### config.mk
export PLATFORM = sky130hd
export DESIGN_NAME = t8c_timer
export DESIGN_NICKNAME = d
export VERILOG_FILES = /design/src/t8c_pkg.sv /design/src/t8c_unit_if.sv /design/src/t8c_cmp_unit.sv /design/src/t8c_counter.sv /design/src/t8c_timer.sv
export SDC_FILE = /design/constraint.sdc
export NUM_CORES = 1
export LEC_CHECK = 0
export BUFFER_PORTS_ARGS = -buffer_cell sky130_fd_sc_hd__clkbuf_2
export CAP_MARGIN = 20
export CORE_MARGIN = 2
export CORE_UTILIZATION = 38
export CTS_CLUSTER_DIAMETER = 40
export DETAILED_ROUTE_END_ITERATION = 10
export SYNTH_ARGS = -nofsm -noshare
export SYNTH_HDL_FRONTEND = slang
export SYNTH_SLANG_ARGS = --single-unit
### constraint.sdc
create_clock -name clk_i -period 2.4 [get_ports clk_i]
set_clock_uncertainty 0.05 [all_clocks]
set_input_delay 0.48 -clock clk_i [delete_from_list [all_inputs] [get_ports clk_i]]
set_output_delay 0.48 -clock clk_i [all_outputs]
set_load 0.01 [all_outputs]
### src/t8c_pkg.sv
// Purpose: shared constants and helpers of the 8-bit timer compare block
// Assumes: byte-wide register port, 4-bit register address
// Notes:   all offsets, fields, codes and reset values live here
package t8c_pkg;
	// register offsets
	localparam logic [3:0] T8C_OFS_CTRL  = 4'h0;
	localparam logic [3:0] T8C_OFS_CLK   = 4'h1;
	localparam logic [3:0] T8C_OFS_COUNT = 4'h2;
	localparam logic [3:0] T8C_OFS_CMPA  = 4'h3;
	localparam logic [3:0] T8C_OFS_CMPB  = 4'h4;
	localparam logic [3:0] T8C_OFS_FLAGS = 4'h5;
	localparam logic [3:0] T8C_OFS_IRQEN = 4'h6;
	// field positions
	localparam int T8C_MODE_LSB  = 0;
	localparam int T8C_ACTA_LSB  = 4;
	localparam int T8C_ACTB_LSB  = 6;
	localparam int T8C_CSEL_LSB  = 0;
	localparam int T8C_FRCA_BIT  = 6;
	localparam int T8C_FRCB_BIT  = 7;
	localparam int T8C_FLG_OVF   = 0;
	localparam int T8C_FLG_A     = 1;
	localparam int T8C_FLG_B     = 2;
	// waveform modes, clock stop select code and output actions
	localparam logic [2:0] T8C_MODE_NORMAL         = 3'h0;
	localparam logic [2:0] T8C_MODE_CLEAR_ON_MATCH = 3'h2;
	localparam logic [2:0] T8C_CLK_STOP            = 3'h0;
	localparam logic [1:0] T8C_ACT_NONE            = 2'h0;
	localparam logic [1:0] T8C_ACT_TOGGLE          = 2'h1;
	localparam logic [1:0] T8C_ACT_CLEAR           = 2'h2;
	localparam logic [1:0] T8C_ACT_SET             = 2'h3;
	// counter limits and reset values
	localparam logic [7:0] T8C_COUNT_MAX    = 8'hff;
	localparam logic [7:0] T8C_COUNT_BOTTOM = 8'h00;
	localparam logic [7:0] T8C_RST_BYTE     = 8'h00;
	localparam logic       T8C_RST_LATCH    = 1'b0;

	// odd waveform modes are the pwm modes
	function automatic logic t8c_is_pwm(input logic [2:0] mode);
		return mode[0];
	endfunction
endpackage

### src/t8c_unit_if.sv
// Purpose: bundle between the timer core and one compare unit
// Assumes: single clock domain
// Notes:   ctl drives the unit, unit answers with match and latch
`timescale 1ns/1ps
interface t8c_unit_if;
	logic [7:0] count;
	logic       tick;
	logic       block;
	logic       pwm;
	logic       frc;
	logic [1:0] action;
	logic       wr;
	logic [7:0] wdata;
	logic [7:0] rdata;
	logic       eq;
	logic       hit;
	logic       latch;
	modport unit (input count, tick, block, pwm, frc, action, wr, wdata,
		output rdata, eq, hit, latch);
	modport ctl (output count, tick, block, pwm, frc, action, wr, wdata,
		input rdata, eq, hit, latch);
endinterface

### src/t8c_cmp_unit.sv
// Purpose: one compare unit: compare value, buffer and output latch
// Assumes: tick is the gated timer clock enable
// Notes:   buffer only steers the active value in pwm modes
`timescale 1ns/1ps
module t8c_cmp_unit
	import t8c_pkg::*;
(
	// clock and reset
	input wire logic clk_i,
	input wire logic nrst_i,
	// core side
	t8c_unit_if.unit u
);
	typedef struct packed {
		logic [7:0] active;
		logic [7:0] buffer;
		logic       latch;
	} t8c_unit_s;
	t8c_unit_s st;
	t8c_unit_s next_st;

	// match detection and register access
	assign u.eq    = (u.count == st.active); // RQ1
	assign u.hit   = u.tick && u.eq && !u.block; // RQ7
	assign u.rdata = u.pwm ? st.buffer : st.active; // RQ5
	assign u.latch = st.latch;

	// next state of the unit
	always_comb
	begin
		next_st = st;
		if (u.wr)
		begin
			next_st.buffer = u.wdata; // RQ5
			if (!u.pwm)
				next_st.active = u.wdata; // RQ4
		end
		// pwm update at bottom keeps pulses whole
		if (u.pwm && u.tick && u.count == T8C_COUNT_BOTTOM)
			next_st.active = st.buffer; // RQ4
		// outside pwm modes a forced or real match drives the latch, action read live
		if (!u.pwm && (u.hit || u.frc)) // RQ6 RQ9
		begin
			case (u.action)
				T8C_ACT_TOGGLE: next_st.latch = !st.latch; // RQ20
				T8C_ACT_CLEAR:  next_st.latch = 1'b0;
				T8C_ACT_SET:    next_st.latch = 1'b1;
				default:        next_st.latch = st.latch; // RQ12
			endcase
		end
	end

	// state register
	always_ff @(posedge clk_i or negedge nrst_i)
	begin
		if (!nrst_i)
			st <= '{T8C_RST_BYTE, T8C_RST_BYTE, T8C_RST_LATCH}; // RQ10
		else
			st <= next_st;
	end
endmodule

### src/t8c_counter.sv
// Purpose: 8-bit up counter with write override and match blocking
// Assumes: tick already gated by the clock source selection
// Notes:   block lasts until the next timer tick after a write
`timescale 1ns/1ps
module t8c_counter
	import t8c_pkg::*;
(
	// clock and reset
	input  wire logic       clk_i,
	input  wire logic       nrst_i,
	// control
	input  wire logic       tick_i,
	input  wire logic       clear_i,
	input  wire logic       wr_i,
	input  wire logic [7:0] wdata_i,
	// state
	output logic      [7:0] count_o,
	output logic            block_o,
	output logic            wrap_o
);
	typedef struct packed {
		logic [7:0] count;
		logic       block;
	} t8c_cnt_s;
	t8c_cnt_s st;
	t8c_cnt_s next_st;

	assign count_o = st.count;
	assign block_o = st.block;
	// max to bottom on a tick, a clear at max counts too
	assign wrap_o  = tick_i && !wr_i && st.count == T8C_COUNT_MAX; // RQ15 RQ21

	// count, clear or take the written value
	always_comb
	begin
		next_st = st;
		if (tick_i)
		begin
			next_st.block = 1'b0;
			next_st.count = clear_i ? T8C_COUNT_BOTTOM : 8'(st.count + 8'h01); // RQ14 RQ17
		end
		if (wr_i)
		begin
			next_st.count = wdata_i; // RQ24
			next_st.block = 1'b1; // RQ7
		end
	end

	// state register
	always_ff @(posedge clk_i or negedge nrst_i)
	begin
		if (!nrst_i)
			st <= '{T8C_RST_BYTE, 1'b0};
		else
			st <= next_st;
	end
endmodule

### src/t8c_timer.sv
// Purpose: compare part of an 8-bit timer, normal and clear-on-match
// Assumes: all inputs come from logic on clk_i; tick from a prescaler
// Notes:   pwm counting sequences are not built, only their buffering
`timescale 1ns/1ps

// Behaviour
// RQ1 - counter compared against both compare values at all times
// RQ2 - a match sets its flag at the following timer tick
// RQ3 - enabled flag raises request; service or writing one clears it
// RQ4 - compare values buffered in pwm modes, direct in others
// RQ5 - access reaches buffer when buffering, active value otherwise
// RQ6 - force strobe acts on latch only, no flag, no counter change
// RQ7 - counter write blocks matches until the next timer tick
// RQ8 - latches keep their level across mode changes
// RQ9 - output action changes apply at once, unbuffered
// RQ10 - reset clears both output latches
// RQ11 - nonzero action puts latch on pin; direction from port bit
// RQ12 - action zero leaves the latch alone on a match
// RQ13 - mode field picks counting; actions never touch counting
// RQ14 - normal mode counts up and wraps from ff to 00
// RQ15 - normal mode sets overflow as counter becomes zero
// RQ16 - servicing the overflow request clears its flag
// RQ17 - clear-on-match mode clears counter the tick after matching A
// RQ18 - value A below count is missed until the counter wraps
// RQ19 - flag A set each time the top is reached
// RQ20 - toggle action inverts latch A on each match
// RQ21 - clear-on-match mode sets overflow on max to 00
// RQ22 - software sets latches up before enabling pin; avoids bad writes
// RQ23 - clock select zero stops the counter, access still works
// RQ24 - counter write beats count and clear in the same cycle
// RQ25 - max is ff, bottom 00, top depends on mode
// RQ26 - writing zero keeps flags; force bits read as zero
module t8c_timer
	import t8c_pkg::*;
(
	// clock and reset
	input  wire logic       clk_i,
	input  wire logic       nrst_i,
	// register port
	input  wire logic [3:0] reg_addr_i,
	input  wire logic [7:0] reg_wdata_i,
	input  wire logic       reg_wr_i,
	input  wire logic       reg_rd_i,
	output logic      [7:0] reg_rdata_o,
	// timer clock enable from the prescaler
	input  wire logic       timer_tick_i,
	// interrupt requests, bit order overflow, A, B
	input  wire logic [2:0] irq_ack_i,
	output logic      [2:0] irq_o,
	// port pin logic, bit 0 unit A, bit 1 unit B
	input  wire logic [1:0] port_data_i,
	input  wire logic [1:0] output_pin_direction_bit_i,
	output logic      [1:0] pin_out_o,
	output logic      [1:0] pin_oe_o,
	output logic      [1:0] compare_output_o
);
	typedef struct packed {
		logic [2:0] waveform_mode_sel;
		logic [1:0] output_action_sel_a;
		logic [1:0] output_action_sel_b;
		logic [2:0] clock_source_sel;
		logic [2:0] flags;
		logic [2:0] irq_en;
		logic [7:0] rdata;
	} t8c_top_s;
	t8c_top_s st;
	t8c_top_s next_st;

	// decoded write strobe for one offset
	function automatic logic t8c_wsel(input logic       wr,
	                                  input logic [3:0] addr,
	                                  input logic [3:0] ofs);
		return wr && (addr == ofs);
	endfunction

	logic       wr_ctrl;
	logic       wr_clk;
	logic       wr_count;
	logic       wr_flags;
	logic       tick;
	logic       pwm;
	logic       clear_on_match;
	logic       wrap;
	logic       block;
	logic [7:0] count_value;
	logic [2:0] flag_set;
	logic [2:0] flag_clr;

	t8c_unit_if ua ();
	t8c_unit_if ub ();

	////////////////////////////////////////////////////////////////////
	// decode and timer clock enable

	// write strobes per register
	assign wr_ctrl  = t8c_wsel(reg_wr_i, reg_addr_i, T8C_OFS_CTRL);
	assign wr_clk   = t8c_wsel(reg_wr_i, reg_addr_i, T8C_OFS_CLK);
	assign wr_count = t8c_wsel(reg_wr_i, reg_addr_i, T8C_OFS_COUNT);
	assign wr_flags = t8c_wsel(reg_wr_i, reg_addr_i, T8C_OFS_FLAGS);

	// a stopped source means no ticks, the register port still works
	assign tick = timer_tick_i && (st.clock_source_sel != T8C_CLK_STOP); // RQ23
	assign pwm  = t8c_is_pwm(st.waveform_mode_sel); // RQ4
	// only the mode field shapes counting
	// equality only: a top written below the count is passed until the wrap
	assign clear_on_match = (st.waveform_mode_sel == T8C_MODE_CLEAR_ON_MATCH)
		&& ua.hit; // RQ13 RQ17 RQ18 RQ25

	////////////////////////////////////////////////////////////////////
	// counter

	t8c_counter u_counter (
		.clk_i   (clk_i),
		.nrst_i  (nrst_i),
		.tick_i  (tick),
		.clear_i (clear_on_match),
		.wr_i    (wr_count),
		.wdata_i (reg_wdata_i),
		.count_o (count_value),
		.block_o (block),
		.wrap_o  (wrap)
	);

	////////////////////////////////////////////////////////////////////
	// compare units

	// unit A feeds
	assign ua.count  = count_value;
	assign ua.tick   = tick;
	assign ua.block  = block;
	assign ua.pwm    = pwm;
	assign ua.action = st.output_action_sel_a; // RQ9
	assign ua.wr     = t8c_wsel(reg_wr_i, reg_addr_i, T8C_OFS_CMPA);
	assign ua.wdata  = reg_wdata_i;
	assign ua.frc    = wr_clk && reg_wdata_i[T8C_FRCA_BIT]; // RQ6

	// unit B feeds
	assign ub.count  = count_value;
	assign ub.tick   = tick;
	assign ub.block  = block;
	assign ub.pwm    = pwm;
	assign ub.action = st.output_action_sel_b; // RQ9
	assign ub.wr     = t8c_wsel(reg_wr_i, reg_addr_i, T8C_OFS_CMPB);
	assign ub.wdata  = reg_wdata_i;
	assign ub.frc    = wr_clk && reg_wdata_i[T8C_FRCB_BIT]; // RQ6

	t8c_cmp_unit u_unit_a (
		.clk_i  (clk_i),
		.nrst_i (nrst_i),
		.u      (ua)
	);

	t8c_cmp_unit u_unit_b (
		.clk_i  (clk_i),
		.nrst_i (nrst_i),
		.u      (ub)
	);

	////////////////////////////////////////////////////////////////////
	// flags and requests

	// hit is already a tick-timed event, so the flag lands one tick on
	assign flag_set = {ub.hit, ua.hit, wrap}; // RQ2 RQ15 RQ19 RQ21
	// service acknowledge or a one written clears; zero leaves alone
	assign flag_clr = (wr_flags ? reg_wdata_i[2:0] : 3'b000) | irq_ack_i; // RQ3 RQ16 RQ26
	assign irq_o    = st.flags & st.irq_en; // RQ3

	////////////////////////////////////////////////////////////////////
	// pins

	// latch overrides the port value only while an action is chosen
	always_comb
	begin
		pin_out_o[0] = (st.output_action_sel_a != T8C_ACT_NONE) ?
			ua.latch : port_data_i[0]; // RQ11
		pin_out_o[1] = (st.output_action_sel_b != T8C_ACT_NONE) ?
			ub.latch : port_data_i[1]; // RQ11
	end
	assign pin_oe_o         = output_pin_direction_bit_i; // RQ11
	assign compare_output_o = {ub.latch, ua.latch};
	assign reg_rdata_o      = st.rdata;

	////////////////////////////////////////////////////////////////////
	// register file next state

	always_comb
	begin
		next_st = st;
		if (wr_ctrl)
		begin
			// mode change leaves latches untouched
			next_st.waveform_mode_sel   = reg_wdata_i[T8C_MODE_LSB +: 3]; // RQ8
			next_st.output_action_sel_a = reg_wdata_i[T8C_ACTA_LSB +: 2];
			next_st.output_action_sel_b = reg_wdata_i[T8C_ACTB_LSB +: 2];
		end
		if (wr_clk)
			next_st.clock_source_sel = reg_wdata_i[T8C_CSEL_LSB +: 3];
		if (t8c_wsel(reg_wr_i, reg_addr_i, T8C_OFS_IRQEN))
			next_st.irq_en = reg_wdata_i[2:0];
		// set wins over a clear in the same cycle
		next_st.flags = (st.flags & ~flag_clr) | flag_set;
		// read data stand for one cycle only
		next_st.rdata = T8C_RST_BYTE;
		if (reg_rd_i)
		begin
			case (reg_addr_i)
				T8C_OFS_CTRL:  next_st.rdata = {st.output_action_sel_b,
					st.output_action_sel_a, 1'b0, st.waveform_mode_sel};
				T8C_OFS_CLK:   next_st.rdata = {5'h00, st.clock_source_sel}; // RQ26
				T8C_OFS_COUNT: next_st.rdata = count_value; // RQ23
				T8C_OFS_CMPA:  next_st.rdata = ua.rdata; // RQ5
				T8C_OFS_CMPB:  next_st.rdata = ub.rdata; // RQ5
				T8C_OFS_FLAGS: next_st.rdata = {5'h00, st.flags};
				T8C_OFS_IRQEN: next_st.rdata = {5'h00, st.irq_en};
				default:       next_st.rdata = T8C_RST_BYTE;
			endcase
		end
	end

	// state register
	always_ff @(posedge clk_i or negedge nrst_i)
	begin
		if (!nrst_i)
			st <= '0;
		else
			st <= next_st;
	end
endmodule

# Word-level counts from Yosys, hierarchy flattened

Cells that the tools add are included.

Register bits after elaboration: 67

Equal/unequal tests: 17
Reduce and logical (&&, ||, !) cells: 42
$add $sub $neg: 1
Multiplexer cells: 17
Bitwise operators: 5

Operators by type and width:

| cell                  | number |
|---|---|
| $mux W8               | 7 |
| $pmux W8 S7           | 1 |
| $mux W16              | 2 |
| $logic_and A1 B1 Y1   | 21 |
| $mux W9               | 2 |
| $eq A8 B8 Y1          | 2 |
| $eq A4 B3 Y1 const B  | 3 |
| $reduce_bool A2 Y1    | 5 |
| $reduce_bool A3 Y1    | 3 |
| $add A8 B1 Y8 const B | 1 |
| $eq A2 B2 Y1 const B  | 4 |
| $eq A4 B2 Y1 const B  | 2 |
| $eq A8 B8 Y1 const B  | 1 |
| $logic_not A8 Y1      | 1 |
| $reduce_and A2 Y1     | 4 |
| $and A3 B3 Y3         | 2 |
| $or A3 B3 Y3          | 2 |
| $pmux W1 S3           | 2 |
| $logic_not A1 Y1      | 5 |
| $eq A2 B1 Y1 const B  | 2 |
| $eq A4 B1 Y1 const B  | 1 |
| $logic_not A4 Y1      | 1 |
| $eq A3 B2 Y1 const B  | 1 |
| $mux W3               | 1 |
| 4 further kinds       | 6 |

# Logic depth before layout (Yosys ltp)

Gate-level depths: netlist of the first run.

Depth in word-level cells: 8
Depth in mapped cells: 9

# Cells and area by module

Synthesis of the first run repeated with hierarchy kept, for this count alone.

Cells, all modules: 391
Area total of the unflattened synthesis: 4086.4 µm²

Modules (own cells, without submodules):

| module       | sequential area each (µm²) | cells each | area an instance (µm²) | times used |
|---|---|---|---|---|
| t8c_cmp_unit | 425.4                      | 89         | 975.9                  | 2 |
| t8c_timer    | 600.6                      | 150        | 1594.0                 | 1 |
| t8c_counter  | 225.2                      | 63         | 540.5                  | 1 |

# Worst setup path before layout of the first run

OpenSTA, ideal clock, no wires.

Kind: input to register
Start point: in reg_addr_i[3]
End point: reg u_counter.st, in the netlist u_counter.count_o[4]
Arrival: 1.763 ns
Setup time: 0.122 ns
Path slack: 0.466 ns
Cell stages on the path: 8
Cell sequence: buf_6 > or3b_1 > buf_6 > or2_1 > buf_2 > and3_1 > o21ai_1 > nand2_1

Longest elaborated chain between the ends: 3

RTL lines:

| element                                       | line              | source |
|---|---|---|
| start: declaration                            | t8c_timer.sv:40   | `input wire logic [3:0] reg_addr_i,` |
| $eq A4 B2 Y1 (*)                              | t8c_timer.sv:73   | `return wr && (addr == ofs);` |
| $logic_and A1 B1 Y1 (*)                       | t8c_timer.sv:73   |  |
| $mux W9 or $reduce_bool A2 Y1 (tied branches) | n/a               |  |
| end signal: assignment                        | t8c_counter.sv:53 | `st <= '{T8C_RST_BYTE, 1'b0};` |
| end signal: assignment                        | t8c_counter.sv:55 | `st <= next_st;` |
| end: declaration                              | t8c_counter.sv:25 | `t8c_cnt_s st;` |

Every way passes the cells marked *; elsewhere a longest branch is shown, timed or not.
A chain may end at the register's enable or synchronous reset.

# Worst setup path in the final report of the first run

Start point: reg st, in the netlist pwm
End point: reg u_unit_a.st[9] (netlist bit)

Longest elaborated chain between the ends: 4

RTL lines:

| element                                                             | line               | source |
|---|---|---|
| start: declaration                                                  | t8c_timer.sv:66    | `t8c_top_s st;` |
| start signal: assignment                                            | t8c_timer.sv:226   | `st <= next_st;` |
| $logic_and A1 B1 Y1 (2 in a row)                                    | t8c_cmp_unit.sv:39 | `if (u.pwm && u.tick && u.count == T8C_COUNT_BOTTOM)` |
| $ne A2 B1 Y1 (no source line) or $reduce_bool A2 Y1 (tied branches) | n/a                |  |
| $reduce_and A2 Y1 (no source line)                                  | n/a                |  |
| end signal: assignment                                              | t8c_cmp_unit.sv:57 | `st <= '{T8C_RST_BYTE, T8C_RST_BYTE, T8C_RST_LATCH};` |
| end signal: assignment                                              | t8c_cmp_unit.sv:59 | `st <= next_st;` |
| end: declaration                                                    | t8c_cmp_unit.sv:19 | `t8c_unit_s st;` |

Several ways; a longest one is shown, not always the timed one.

==> results of run 1 <==
cells in the mapped netlist, types with 5 or more instances:
| master | count | area share, % |
|---|---|---|
| a21oi_1 | 9 | 1.2 |
| a22oi_1 | 32 | 6.3 |
| and2_1 | 5 | 0.83 |
| and3_1 | 7 | 1.2 |
| buf_2 | 10 | 1.3 |
| buf_4 | 12 | 2.4 |
| clkbuf_1 | 11 | 1.1 |
| dfrtp_1 | 67 | 44 |
| inv_1 | 7 | 0.69 |
| mux2_2 | 45 | 13 |
| mux2i_1 | 6 | 1.6 |
| nand2_1 | 50 | 5.0 |
| nand3_1 | 7 | 0.92 |
| nand4_1 | 5 | 0.83 |
| nor2_1 | 17 | 1.7 |
| nor3_1 | 9 | 1.2 |
| o21ai_0 | 6 | 0.79 |
| o21ai_1 | 7 | 0.92 |
| xnor2_1 | 8 | 1.9 |
| xor2_1 | 8 | 1.9 |
metal layers:
| layer | GRT usage [%] | wire (um) | vias up |
|---|---|---|---|
| met3 | 4.15 | 558 | 17 |
| met2 | 30.3 | 4680 | 106 |
| met1 | 28.2 | 4820 | 1511 |
| met4 | 6.37 | 204 | 0 |
| li1 | - | - | 1418 |
| met5 | 0 | 0 | - |
power by group:
part           internal, uW  leakage [uW]  total, uW  switching [uW]
combinational           563       0.00101       1090             531
clock                   615      0.000111       1050             434
sequential             1360      0.000826       1650             284
cells by family after synthesis:
family	count (synthesis)	share of synthesized area, %
fa+ha+maj	2	0.661
buf+inv	42	6.08
flops	67	44.3
mux	52	15.6
xor+xnor	16	3.70
simple gates	129	17.4
compound gates	68	12.3
worst min path at each step:
stage / slack (ns) / end / cells past startpoint / startpoint
floorplan: 0.13 / pwm / 0 / nrst_i
global placement: 0.46 / st[13] / 1 / nrst_i
detailed placement: 0.46 / st[13] / 1 / nrst_i
CTS: 0.08 / st[23] / 1 / nrst_i
global route: 0.10 / st[13] / 1 / nrst_i
finish: 0.08 / st[13] / 1 / nrst_i
flip-flops by register name, indices dropped and copies added, names as in the netlist:
name,cells
ua.action,2
ub.action,2
u_unit_b.st,16
pwm,1
u_unit_a.st,16
reg_rdata_o,8
u_counter.count_o,8
st,11
u_counter.block_o,1
u_unit_a.u.latch,1
u_unit_b.u.latch,1
final cells by class:
class	instances	area share, %
inverters	7	0.603
multi-input cells	267	43.2
repair buffers	62	8.90
clock buffers	12	3.33
well taps	133	3.82
clock inverters	4	1.69
flip-flops and latches	67	38.5
stage by stage:
step	utilization (%)	cells	total power (uW)	hold WS, ns	worst slack (ns)
finish	44.8	552	3790	0.0756	0.478
floorplan	-	376	2390	0.134	0.466
CTS	44.8	552	3800	0.0803	0.466
global route	44.8	552	4010	0.104	0.342
detailed placement	42.5	536	2750	0.460	0.261
global placement	42.5	536	2730	0.456	0.288
==> run metrics, run 1 <==
status=finished clean; CP Data Required Time=2.58 ns; TritonCTS clock tree=yes; CP endpoint kind=register; max_slew headroom=61.3%; post-CTS setup buffer count=0; Worst Max-Slew Pin Slew=0.580 ns; Layout area overhead=15.0%; number of I/O pins=41; CTS root buffer=clkbuf_8; DIE HEIGHT=104 um; Worst R2R End=u_unit_a.st[9]; final worst path period share=80.1%; area of the die=10800 um2; setup total negative slack=0 ns; Cell Chain, Critical Path=buf_4 > nor4b_1 > and3_1 > nor2_1 > buf_4 > nand2_1 > nand2_1; global-route wire length before repair=16500 um; dpl hpwl=7660 um; critical path depth in cells=7; CTS buffer count=9; largest net degree at the start of global routing=32; r2r startpoint=pwm; Peak Freq=roughly 520 MHz; Die X=a little over 100 um; Multi-input gate area=1880 um2; GRT Util Overall=around 20%; Synth warnings=0; Crit Path Max Fanout=9; final WL=10300 um; gpl congestion=slightly below 1; Seq/Total Area, Yosys=44.3%; placed inst area=4140 um2; crit path launch=pwm; First-pass DRT Iterations=5; routed vias=3052; Avg Cell Area, Syn=10.1 um2; Sink Count=67; Worst EP arrival=around 2.1 ns; Pins Over Slew Limit=0; startpoint types=register; CP delay by family, top=simple AND/OR/NAND/NOR gates; CP max stage delay=0.50 ns; critical path type=reg2reg; Diodes inserted=0; vias in the first global route=2941; R2R Setup Slk=~0.48 ns; Clock Latency Late Sink=0.35 ns; synthesized cell area=3790 um2; Remaining Overflow, GRT=0; Pwr Density=870 nW/um2; clock buffer depth=2; Worst R2R Path Depth=7; VDD IR max=341 uV; Min-Delay Path Class=in2async; Synth cell types=48; Post-synth EDFFs=0; layout cells sized above 1=31.3%; final setup fails=0; Synth async-reset ratio=100%; I/O Buffers=36; Main synth FF type=dfrtp_1; P_leak=0.00195 uW; WP buf/inv=2; crit path to=u_unit_a.st[9]; most frequent cells in the layout=dfrtp_1 (67), nand2_1 (50), mux2_2 (45); Final ANT Viol Nets=0; Initial Util=about two fifths; Core Area=between 9000 and 10000 um2; CTS clk-pin slew, worst paths=around 0.070 ns; initial antenna violation count=0; final instance area=4360 um2; RSZ-0062 raised after global routing=no; nets=440; number of vias per cell=~5.5; Syn Nets=402; CP max stage cell=dfrtp_1; Initial DRC Count=207; H-tree Lvls=3; most common cell after layout, fill and taps aside=dfrtp_1; Yosys reg bits=67; Fillers=between 900 and 1000; Gates resized, CTS repair=0; final hold viol count=0; hold buffers post-CTS=0; row count=36; # Max-Cap Violations=0; Reg area=1680 um2; Tmin final=1.92 ns; Syn Inst Count=around 380; DRC errors left=0; Avg WL per Cell=18.6 um
Note: power is estimated with default switching activity, not from simulation.
==> run 2: changes to the inputs <==
==> constraint.sdc (replaced) <==
create_clock -name clk_i -period 1.55 [get_ports clk_i]
set_clock_uncertainty 0.05 [all_clocks]
set_input_delay 0.31 -clock clk_i [delete_from_list [all_inputs] [get_ports clk_i]]
set_output_delay 0.31 -clock clk_i [all_outputs]
set_load 0.01 [all_outputs]
==> run 2 against run 1 <==
  * The flow now finishes with violations (negative setup slack)
  * Via count rose by 9.1%
  * Clock power is 28% higher
  * Largest cell class unchanged
  * Sequential share of layout area shrank 6.4 points
  * Highest routed layer unchanged
  * Final cell count up 11%
  * Count of clock-buffer cells in the layout shrank 2
  * Combinational power up 140%
  * Critical path depth is 1 lower
  * Worst setup slack worse by 0.65 ns
==> run metrics, run 2 (synthesized netlist as in run 1, its figures left out) <==
status=finished, violations left; failing checks=negative setup slack; final setup margin=-0.174 ns; Layout Utilization=between 50% and 60%; DRC errors left=0; Min-Delay Path Class=in2reg; Initial DRC Count=147; layout cells sized above 1=54.1%; Worst Max-Slew Pin Slew=0.369 ns; global-route wire length before repair=18100 um; Clock Latency Late Sink=between 0.3 and 0.4 ns; CP endpoint kind=register; H-tree Lvls=3; Finished Layout Cells=614; TritonCTS clock tree=yes; routed vias=3329; DIE HEIGHT=104 um; Avg WL per Cell=19.2 um; number of vias per cell=between 5 and 6; Layout area overhead=38.8%; Sink Count=67; VDD IR max=497 uV; area of the die=about 11000 um2; most frequent cells in the layout=buf_4 (72), dfrtp_1 (61), mux2_2 (40); final worst path period share=111%; Worst EP arrival=about 1.9 ns; CTS buffer count=9; First-pass DRT Iterations=4; GRT Util Overall=~22%; I/O Buffers=36; initial antenna violation count=0; dpl hpwl=8180 um; Core Area=a little under 10000 um2; gpl congestion=0.899; Initial Util=38.9%; Diodes inserted=0; biggest regs=u_unit_a.st (16), u_unit_b.st (16), st (11); largest net degree at the start of global routing=68; CTS clk-pin slew, worst paths=about 0.070 ns; final WL=11800 um; Final Power=around 6600 uW; CP Data Required Time=roughly 1.7 ns; Tmin final=1.72 ns; number of I/O pins=41; vias in the first global route=3316; most common cell after layout, fill and taps aside=buf_4; Crit Path Max Fanout=3; Peak Freq=580 MHz; RSZ-0062 raised after global routing=yes; Pwr Density=between 1000 and 1500 nW/um2; clock buffer depth=2; final hold viol count=0; Cells after DPL=586; Final ANT Viol Nets=0; startpoint types=register; max_slew headroom=75.2%; Remaining Overflow, GRT=0; nets=505; Die X=104 um; critical path type=reg2reg; row count=36; final setup fails=36; CTS root buffer=clkbuf_8; Pins Over Slew Limit=0; # Max-Cap Violations=0; P_leak=0.00235 uW
## run 2: changes by cell type in the layout (fill, tap and decap cells not counted), moves of 6 or more
cell	before	now
a22oi_1	32	18
a22oi_2	0	14
buf_4	25	72
buf_6	0	13
dfrtp_1	67	61
dfrtp_2	0	6
nand2_1	50	38
nand2_2	0	11
o21ai_2	0	7
## run 2: layout make-up
| class | count | area (um2) |
|---|---|---|
| repair buffers | 127 | 977 |
| fillers | 877 | 4470 |
| flip-flops and latches | 67 | 1680 |
| clock buffers | 10 | 128 |
| clock inverters | 3 | 42.5 |
| multi-input cells | 267 | 2230 |
| well taps | 133 | 166 |
| inverters | 7 | 26.3 |
## run 2: critical path: stages, from the launching register on
cell     delay, ns
dfrtp_1       0.41
xor2_1        0.17
nor4_1        0.29
buf_4         0.17
nand4_1       0.21
mux2i_1       0.23
nand3_1       0.09
## run 2: path summary, 6_finish.rpt
kind                                   endpoint  depth (start not counted)            startpoint  slack [ns]
max reg2reg                    u_unit_a.u.latch                          6  u_counter.count_o[5]       -0.17
min in group asynchronous                 st[9]                          3                nrst_i        0.46
max                            u_unit_a.u.latch                          6  u_counter.count_o[5]       -0.17
min reg2reg                     u_unit_b.st[13]                          2       u_unit_b.st[13]        0.47
max in group asynchronous  u_counter.count_o[3]                          3                nrst_i        0.65
min                                      st[12]                          3          irq_ack_i[1]        0.19
## run 2: repair_timing
item / 4_1_cts / 5_1_grt
setup endpoints to repair: 35 / 37
hold endpoints to repair: 67 / 0
buffers inserted: 4 / 9
pin swaps: 25 / 27
hold buffers: 1 / 0
resized for setup: 36 / 51
cloned: 1 / 1
## run 2: metal layers
metal / global-route usage, % / routed length (um) / part of all wire [%]
met1: 29.7 / 5230 / 44
met3: 3.40 / 519 / 4.4
met2: 34.9 / 5850 / 49
met5: 0.952 / 0 / 0
met4: 7.82 / 224 / 1.9
## run 2: through the flow
step	worst slack (ns)	TNS [ns]	hold WS (ns)	instance area [um2]
2_1_floorplan	-0.176	-4.76	-0.0356	3930
4_1_cts	-0.157	-2.94	0.184	4990
6_report	-0.174	-2.98	0.187	5260
3_3_place_gp	-0.272	-9.92	0.307	4620
3_5_place_dp	-0.318	-10.58	0.312	4620
5_1_grt	-0.235	-5.20	0.213	5260
## run 2: where the power goes
part	leakage (uW)	switching [uW]	internal, uW
Sequential	0.000821	419	2120
Clock	0.0000841	630	714
Combinational	0.00145	1220	1450
Total	0.00235	2260	4290
